<file path="src/smrs_pkg.sv">
// Constants for the supply monitor and reset source logic.
// Assumes a single 200 MHz clock and a byte-wide special-function register port.
package smrs_pkg;
	localparam logic [7:0] SMRS_SUPPLY_CTRL_ADDR = 8'hff;
	localparam logic [7:0] SMRS_RESET_SRC_ADDR = 8'hef;
	localparam int SMRS_SUPPLY_EN_BIT = 7;
	localparam int SMRS_SUPPLY_STAT_BIT = 6;
	localparam int SMRS_PIN_FLAG_BIT = 0;
	localparam int SMRS_SUPPLY_SEL_BIT = 1;
	localparam int SMRS_MCD_FLAG_BIT = 2;
	localparam logic SMRS_SUPPLY_EN_RST = 1'b1;
	localparam logic SMRS_SUPPLY_SEL_RST = 1'b0;
	localparam logic SMRS_MCD_EN_RST = 1'b0;
	localparam int SMRS_CLK_MHZ = 200;
	localparam int SMRS_MCD_TIMEOUT_US = 100;
	localparam int SMRS_MCD_TIMEOUT_CYC = SMRS_MCD_TIMEOUT_US * SMRS_CLK_MHZ;
	localparam int SMRS_CNT_W = 16;
	localparam int SMRS_SYNC_W = 3;
	typedef enum logic [1:0] {
		SMRS_ST_RUN = 2'b00,
		SMRS_ST_HOLD = 2'b01,
		SMRS_ST_RELEASE = 2'b11
	} smrs_state_e;
endpackage : smrs_pkg

</file>
<file path="src/smrs_sync.sv">
// Two-stage synchroniser for a group of independent level inputs.
// Assumes each bit is a slow level; bits are not coherent with one another.
`timescale 1ns/100ps
`default_nettype none
module smrs_sync #(
	parameter int WIDTH = 1
) (
	input wire logic clk,
	input wire logic rst_n,
	input wire logic [WIDTH-1:0] async_in,
	output logic [WIDTH-1:0] sync_out
);
	logic [WIDTH-1:0] meta_ff;
	logic [WIDTH-1:0] sync_ff;

	always_ff @(posedge clk or negedge rst_n) begin
		if (!rst_n) begin
			meta_ff <= '0;
			sync_ff <= '0;
		end else begin
			meta_ff <= async_in;
			sync_ff <= meta_ff;
		end
	end

	assign sync_out = sync_ff;
endmodule : smrs_sync
`default_nettype wire

</file>
<file path="src/smrs_top.sv">
// Supply monitor control, external pin reset and missing-clock reset sources.
// Assumes RESETN is the power-on reset and that CLOCK is a free-running reference.
`timescale 1ns/100ps
`default_nettype none
module smrs_top
	import smrs_pkg::*;
#(
	parameter int unsigned MCD_TIMEOUT = smrs_pkg::SMRS_MCD_TIMEOUT_CYC
) (
	input wire logic CLOCK,
	input wire logic RESETN,
	input wire logic RST_PIN_N,
	input wire logic SYS_CLK_MON,
	input wire logic SUPPLY_ABOVE,
	input wire logic [7:0] SFR_ADDR,
	input wire logic SFR_WR,
	input wire logic SFR_RD,
	input wire logic [7:0] SFR_WDATA,
	output logic [7:0] SFR_RDATA,
	output logic SUPPLY_MON_EN,
	output logic SYS_RESET_N
);
	import smrs_pkg::*;

	localparam logic [SMRS_CNT_W-1:0] TIMEOUT = SMRS_CNT_W'(MCD_TIMEOUT);

	////////////////////////////////////////////////////////////////////////////////
	// Pin synchronisation and register decode.

	logic [SMRS_SYNC_W-1:0] sync_bits;
	logic pin_low;
	logic clk_mon_s;
	logic supply_above_s;
	logic clk_mon_d_ff;
	logic edge_seen;
	logic [1:0] settle_ff;
	wire sync_fill = ~settle_ff[1];

	smrs_sync #(
		.WIDTH(SMRS_SYNC_W)
	) u_sync (
		.clk(CLOCK),
		.rst_n(RESETN),
		.async_in({SUPPLY_ABOVE, SYS_CLK_MON, ~RST_PIN_N}),
		.sync_out(sync_bits)
	);

	assign pin_low = sync_bits[0];
	assign clk_mon_s = sync_bits[1];
	assign supply_above_s = sync_bits[2];
	assign edge_seen = clk_mon_s ^ clk_mon_d_ff;

	// The synchronisers read idle for two edges after power-on. Reset is held until they
	// carry the real pin levels, so a pin held low cannot let reset go for one cycle.
	always_ff @(posedge CLOCK or negedge RESETN) begin
		if (!RESETN) begin
			settle_ff <= 2'b00;
		end else begin
			settle_ff <= {settle_ff[0], 1'b1};
		end
	end

	wire sel_ctrl = (SFR_ADDR == SMRS_SUPPLY_CTRL_ADDR);
	wire sel_src = (SFR_ADDR == SMRS_RESET_SRC_ADDR);
	wire wr_ctrl = SFR_WR & sel_ctrl;
	wire wr_src = SFR_WR & sel_src;

	////////////////////////////////////////////////////////////////////////////////
	// Control bits. These live only in the power-on domain, so system resets keep them.

	logic supply_en_ff;
	logic supply_sel_ff;
	logic mcd_en_ff;

	always_ff @(posedge CLOCK or negedge RESETN) begin
		if (!RESETN) begin
			supply_en_ff <= SMRS_SUPPLY_EN_RST;
			supply_sel_ff <= SMRS_SUPPLY_SEL_RST;
			mcd_en_ff <= SMRS_MCD_EN_RST;
		end else begin
			if (wr_ctrl) begin
				supply_en_ff <= SFR_WDATA[SMRS_SUPPLY_EN_BIT];
			end
			if (wr_src) begin
				supply_sel_ff <= SFR_WDATA[SMRS_SUPPLY_SEL_BIT];
				mcd_en_ff <= SFR_WDATA[SMRS_MCD_FLAG_BIT];
			end
		end
	end

	assign SUPPLY_MON_EN = supply_en_ff;

	////////////////////////////////////////////////////////////////////////////////
	// Missing-clock one-shot: counts reference cycles since the last monitored edge.

	logic [SMRS_CNT_W-1:0] mcd_cnt_ff;
	logic [SMRS_CNT_W-1:0] nxt_mcd_cnt;
	wire mcd_fault = mcd_en_ff & (mcd_cnt_ff == TIMEOUT);
	wire cnt_clear = ~mcd_en_ff | edge_seen;

	assign nxt_mcd_cnt = cnt_clear ? '0 :
		(mcd_fault ? mcd_cnt_ff : mcd_cnt_ff + SMRS_CNT_W'(1));

	always_ff @(posedge CLOCK or negedge RESETN) begin
		if (!RESETN) begin
			mcd_cnt_ff <= '0;
			clk_mon_d_ff <= 1'b0;
		end else begin
			mcd_cnt_ff <= nxt_mcd_cnt;
			clk_mon_d_ff <= clk_mon_s;
		end
	end

	////////////////////////////////////////////////////////////////////////////////
	// Reset sequencer. The block has no pin driver, so a detector reset leaves the pin alone.

	wire supply_fault = supply_en_ff & supply_sel_ff & ~supply_above_s;
	wire reset_req = sync_fill | pin_low | mcd_fault | supply_fault;

	smrs_state_e state_ff;
	smrs_state_e nxt_state;
	logic rst_out_ff;
	logic cause_pin_ff;
	logic cause_mcd_ff;
	logic pin_flag_ff;
	logic mcd_flag_ff;

	always_comb begin
		case (state_ff)
			SMRS_ST_RUN: begin
				nxt_state = reset_req ? SMRS_ST_HOLD : SMRS_ST_RUN;
			end
			SMRS_ST_HOLD: begin
				nxt_state = reset_req ? SMRS_ST_HOLD : SMRS_ST_RELEASE;
			end
			SMRS_ST_RELEASE: begin
				nxt_state = reset_req ? SMRS_ST_HOLD : SMRS_ST_RUN;
			end
			default: begin
				nxt_state = SMRS_ST_HOLD;
			end
		endcase
	end

	wire releasing = (state_ff == SMRS_ST_RELEASE);

	always_ff @(posedge CLOCK or negedge RESETN) begin
		if (!RESETN) begin
			state_ff <= SMRS_ST_HOLD;
			rst_out_ff <= 1'b0;
		end else begin
			state_ff <= nxt_state;
			rst_out_ff <= (nxt_state == SMRS_ST_RUN);
		end
	end

	// Causes accumulate during the hold; the flags only change in the release cycle,
	// so software running afterwards sees a steady picture.
	always_ff @(posedge CLOCK or negedge RESETN) begin
		if (!RESETN) begin
			cause_pin_ff <= 1'b0;
			cause_mcd_ff <= 1'b0;
			pin_flag_ff <= 1'b0;
			mcd_flag_ff <= 1'b0;
		end else if (releasing) begin
			pin_flag_ff <= cause_pin_ff;
			mcd_flag_ff <= cause_mcd_ff;
			cause_pin_ff <= 1'b0;
			cause_mcd_ff <= 1'b0;
		end else begin
			cause_pin_ff <= cause_pin_ff | pin_low;
			cause_mcd_ff <= cause_mcd_ff | mcd_fault;
		end
	end

	assign SYS_RESET_N = rst_out_ff;

	////////////////////////////////////////////////////////////////////////////////
	// Read path. Unused control bits read zero, which is one legal unspecified value.

	logic [7:0] rdata_ff;
	wire [7:0] ctrl_view = {supply_en_ff, supply_above_s, 6'h00};
	wire [7:0] src_view = {5'h00, mcd_flag_ff, supply_sel_ff, pin_flag_ff};
	wire [7:0] rd_mux = sel_ctrl ? ctrl_view : (sel_src ? src_view : 8'h00);

	always_ff @(posedge CLOCK or negedge RESETN) begin
		if (!RESETN) begin
			rdata_ff <= 8'h00;
		end else if (SFR_RD) begin
			rdata_ff <= rd_mux;
		end
	end

	assign SFR_RDATA = rdata_ff;
endmodule : smrs_top
`default_nettype wire

</file>
<file path="config.mk">
export PLATFORM = sky130hd
export DESIGN_NAME = smrs_top
export DESIGN_NICKNAME = d
export VERILOG_FILES = /design/src/smrs_pkg.sv /design/src/smrs_sync.sv /design/src/smrs_top.sv
export SDC_FILE = /design/constraint.sdc
export NUM_CORES = 1
export LEC_CHECK = 0
export CAP_MARGIN = 20
export CELL_PAD_IN_SITES_DETAIL_PLACEMENT = 0
export CELL_PAD_IN_SITES_GLOBAL_PLACEMENT = 2
export CORE_UTILIZATION = 42
export DETAILED_ROUTE_END_ITERATION = 12
export DONT_BUFFER_PORTS = 1
export PLACE_DENSITY = 0.86
export SYNTH_ARGS = -nofsm -noshare
export SYNTH_HDL_FRONTEND = slang
export SYNTH_HIERARCHICAL = 1
export SYNTH_SLANG_ARGS = --single-unit
</file>
<file path="constraint.sdc">
create_clock -name CLOCK -period 4.9 [get_ports CLOCK]
set_input_delay 0.98 -clock CLOCK [delete_from_list [all_inputs] [get_ports CLOCK]]
set_output_delay 0.98 -clock CLOCK [all_outputs]
set_load 0.01 [all_outputs]
</file>
==> metrics.txt <==
# TYPE chip_impl_metric gauge
chip_impl_info{name="status",value="completed"} 1
chip_impl_metric{name="irDropWorstVdd",unit="V"} 0.000203
chip_impl_metric{name="worst-r2r-cell-count",unit=""} 6
chip_impl_metric{name="grt_overflow",unit=""} 0
chip_impl_metric{name="detailed_place_hpwl",unit="µm"} 2180
chip_impl_metric{name="cap_violations",unit=""} 0
chip_impl_metric{name="final_wirelength",unit="µm"} 3050
chip_impl_metric{name="least_setup_slack_across_all_paths_after_layout",unit="ns"} 3.05
chip_impl_metric{name="slew-limit-headroom",unit=""} 0.590
chip_impl_metric{name="core_region_area",unit="µm²"} 4030
chip_impl_metric{name="postCtsHoldBufs",unit=""} 0
chip_impl_metric{name="initialDrtViolationCount",unit=""} 73
chip_impl_info{name="tritoncts",value="yes"} 1
chip_impl_metric{name="final_min_period_over_clock_period",unit=""} 0.378
chip_impl_metric{name="ant_nets",unit=""} 0
chip_impl_metric{name="p_leak",unit="µW"} 0.000805
chip_impl_metric{name="critical_path_fanouts_max",unit=""} 4
chip_impl_metric{name="yosysUniqueCellTypes",unit=""} 35
chip_impl_metric{name="synthesized_cell_area",unit="µm²"} 1780
chip_impl_metric{name="clock_tree.buffer_depth",unit=""} 2
chip_impl_info{name="worst_r2r_startpoint",value="mcd_cnt_ff[0]"} 1
chip_impl_metric{name="final.min_clock_period",unit="ns"} 1.85
chip_impl_metric{name="vias_in_the_first_global_route",unit=""} 1230
chip_impl_metric{name="setup_total_negative_slack",unit="ns"} 0
chip_impl_metric{name="avgRoutedWirePerCell",unit="µm"} 14.1
chip_impl_metric{name="cts_num_sinks",unit=""} 40
chip_impl_metric{name="finalMaxSlewViolations",unit=""} 0
chip_impl_metric{name="grt_usage",unit=""} 0.163
chip_impl_info{name="rsz0062_at_grt",value="false"} 1
chip_impl_metric{name="drt_pass1_iterations",unit=""} 4
chip_impl_metric{name="grt_pass1_wl",unit="µm"} 5390
chip_impl_metric{name="min_path_cells",unit=""} 0
chip_impl_metric{name="cts.clk_slew.worst_paths",unit="ns"} 0.07
chip_impl_metric{name="die-width",unit="µm"} 67.1
chip_impl_metric{name="n_fill_cell",unit=""} 377
chip_impl_metric{name="placement.io_buffers",unit=""} 0
chip_impl_info{name="crit_path_start_kind",value="flip-flop"} 1
chip_impl_metric{name="synth_top_area_share",unit=""} 0.534
chip_impl_info{name="critPathKind",value="flip-flop to flip-flop"} 1
chip_impl_info{name="timing.rr.end",value="SYS_RESET_N"} 1
chip_impl_info{name="synth.largest_area_cell",value="dfrtp_1"} 1
chip_impl_metric{name="syn_inst",unit=""} 163
chip_impl_metric{name="via_per_inst",unit=""} 5.35
chip_impl_metric{name="start_util",unit=""} 0.442
chip_impl_metric{name="fmaxAchievable",unit="MHz"} 540
chip_impl_metric{name="finalHoldViolations",unit=""} 0
chip_impl_info{name="ctsRootBufferMaster",value="clkbuf_8"} 1
chip_impl_metric{name="synth.ff_latch_count",unit=""} 40
chip_impl_metric{name="antenna_cells_inserted",unit=""} 0
chip_impl_metric{name="wire_length_on_met2",unit="µm"} 1530
chip_impl_metric{name="routabilityCongestion",unit=""} 0.752
chip_impl_metric{name="avgSynthCellArea",unit="µm²"} 10.9
chip_impl_metric{name="rrSetupSlack",unit="ns"} 3.05
chip_impl_metric{name="cts_inserted_buffers",unit=""} 5
chip_impl_info{name="ys_top_cells_by_area",value="dfrtp_1 (53%), ha_1 (3.5%), mux2_2 (3.2%), nor2_1 (3.2%), dfstp_2 (3.0%)"} 1
chip_impl_metric{name="num_rows",unit=""} 23
chip_impl_metric{name="grt_antenna_before_repair",unit=""} 0
chip_impl_info{name="critPathCaptureType",value="flip-flop"} 1
chip_impl_metric{name="power_density",unit="nW/µm²"} 368
chip_impl_info{name="worst_hold_path_type",value="flip-flop to flip-flop"} 1
chip_impl_metric{name="grt_max_degree",unit=""} 41
chip_impl_metric{name="dpl_worst_slack",unit="ns"} 2.93
chip_impl_metric{name="arrival",unit="ns"} 2.02
chip_impl_metric{name="clock_insertion_delay_worst_skew",unit="ns"} 0.29
chip_impl_info{name="min_from",value="u_sync/meta_ff[0]"} 1
chip_impl_metric{name="fin_total_pwr",unit="µW"} 717
chip_impl_metric{name="cts_resized",unit=""} 0
chip_impl_metric{name="vias",unit=""} 1162
chip_impl_metric{name="num_ports",unit=""} 33
chip_impl_metric{name="post-cts-setup-buffers",unit=""} 0
chip_impl_metric{name="floorplan.die.height",unit="µm"} 67.1
chip_impl_metric{name="wl_met1",unit="µm"} 1380
chip_impl_metric{name="report.final.setup_viol",unit=""} 0
chip_impl_info{name="min_delay_worst_endpoint",value="u_sync/sync_out[0]"} 1
chip_impl_info{name="route.top_layer_used",value="met4"} 1
chip_impl_metric{name="clock-skew-final",unit="ns"} 0.00636
chip_impl_metric{name="htree_num_levels",unit=""} 2
chip_impl_metric{name="synth_sequential_area_ratio",unit=""} 0.564
chip_impl_metric{name="yosysWarnings",unit=""} 6
chip_impl_metric{name="hold_ws",unit="ns"} 0.359
chip_impl_metric{name="max_slew.worst_pin.slew",unit="ns"} 0.615
chip_impl_metric{name="layout-area-overhead-vs-synth",unit="%"} 9.49
chip_impl_metric{name="drive_gt1_frac",unit=""} 0.120
chip_impl_metric{name="post_layout_nets",unit=""} 195
chip_impl_metric{name="route.met3.wl",unit="µm"} 114
chip_impl_metric{name="post-route-drc-count",unit=""} 0
chip_impl_metric{name="critical_path_required",unit="ns"} 5.07
chip_impl_metric{name="dieArea",unit="µm²"} 4500
[cell type report]
class / instances / area [µm²] / share of cell area
Clock buffer: 5 / 68.8 / 0.0353
Clock inverter: 2 / 60.1 / 0.0308
Inverter: 7 / 26.3 / 0.0135
Multi-Input combinational cell: 113 / 727 / 0.373
Sequential cell: 40 / 1000 / 0.515
Tap cell: 50 / 62.6 / 0.0321
[flip-flops by register name, summed over array words and instances (netlist names)]
signal and count:
SFR_RDATA 5, SUPPLY_MON_EN 1, SYS_RESET_N 1, cause_mcd_ff 1, cause_pin_ff 1, clk_mon_d_ff 1, mcd_cnt_ff 16, mcd_en_ff 1
mcd_flag_ff 1, pin_flag_ff 1, settle_ff 2, state_ff 2, supply_sel_ff 1, u_sync/meta_ff 3, u_sync/sync_out 3
[cells by family after synthesis]
kind of cell,count (synthesis),share of synthesized area
AND/OR/NAND/NOR,66,0.210
flip-flops,40,0.564
AO/OA/AOI/OAI,25,0.0837
buffers and inverters,12,0.0316
XOR/XNOR,8,0.0394
adder cells (fa/ha/maj),5,0.0352
multiplexers,5,0.0316
other,2,0.00422
[where the power goes]
part           total (µW)  switching [µW]  internal, µW
Combinational        39.2            19.3          19.8
Clock                 312             112           200
Sequential            366            13.1           353
[worst max-delay path by stage]
| stage | startpoint | endpoint | cells past startpoint | slack [ns] |
|---|---|---|---|---|
| 5_1_grt | mcd_cnt_ff[0] | SYS_RESET_N | 6 | 2.93 |
| 3_5_place_dp | SFR_ADDR[1] | supply_sel_ff | 4 | 2.93 |
| 6_report | mcd_cnt_ff[0] | SYS_RESET_N | 6 | 3.05 |
| 3_3_place_gp | SFR_ADDR[1] | supply_sel_ff | 4 | 2.96 |
| 2_1_floorplan | SFR_ADDR[1] | mcd_en_ff | 4 | 3.02 |
| 4_1_cts | mcd_cnt_ff[0] | SYS_RESET_N | 6 | 3.04 |
[metrics by stage]
stage	instance area, µm²	util	instances
5_1_grt	1950	0.484	217
6_report	1950	0.484	217
2_1_floorplan	1790	-	165
3_3_place_gp	1820	0.452	210
3_5_place_dp	1820	0.452	210
4_1_cts	1950	0.484	217
[layer usage]
layer | up-vias | global-route usage
met5 | - | 0
met4 | 0 | 0.0479
met3 | 4 | 0.0462
met2 | 15 | 0.279
met1 | 570 | 0.197
li1 | 573 | -
[layout by cell type, fill, tap and decap left out, drive strengths merged, types with 7 or more instances in the layout]
master,n
nor2,15
or3,8
o21ai,9
nand2,9
a21oi,9
dfrtp,38
inv,7
nand3,10
[synthesized netlist by cell type]
cell type	instances
xnor2_1	5
conb_1	2
o22ai_1	1
nor2b_1	2
xor2_1	3
nand3b_1	1
buf_4	3
nor4b_1	2
a22o_1	3
nand2_1	9
dfstp_2	2
ha_1	5
or3_1	5
mux2_2	5
nor3_1	1
nor4_1	5
nand2b_1	2
nand3_1	10
inv_1	7
o21ai_0	9
and3_1	1
clkbuf_1	2
and3b_1	1
nor3b_1	1
or3_2	2
a21oi_1	9
or2_2	2
nand4_4	1
or3_4	1
a2111oi_0	1
nand4_1	4
nor2_1	15
o2bb2ai_1	2
dfrtp_1	38
and4_1	1
[worst max-delay path, stage by stage (launching register included)]
cell	delay, ns
dfrtp_1	0.41
inv_1	0.08
ha_1	0.14
nor4b_1	0.32
and4_1	0.33
a2111oi_0	0.15
or2_2	0.31
Power figures use the tool's default switching activity.
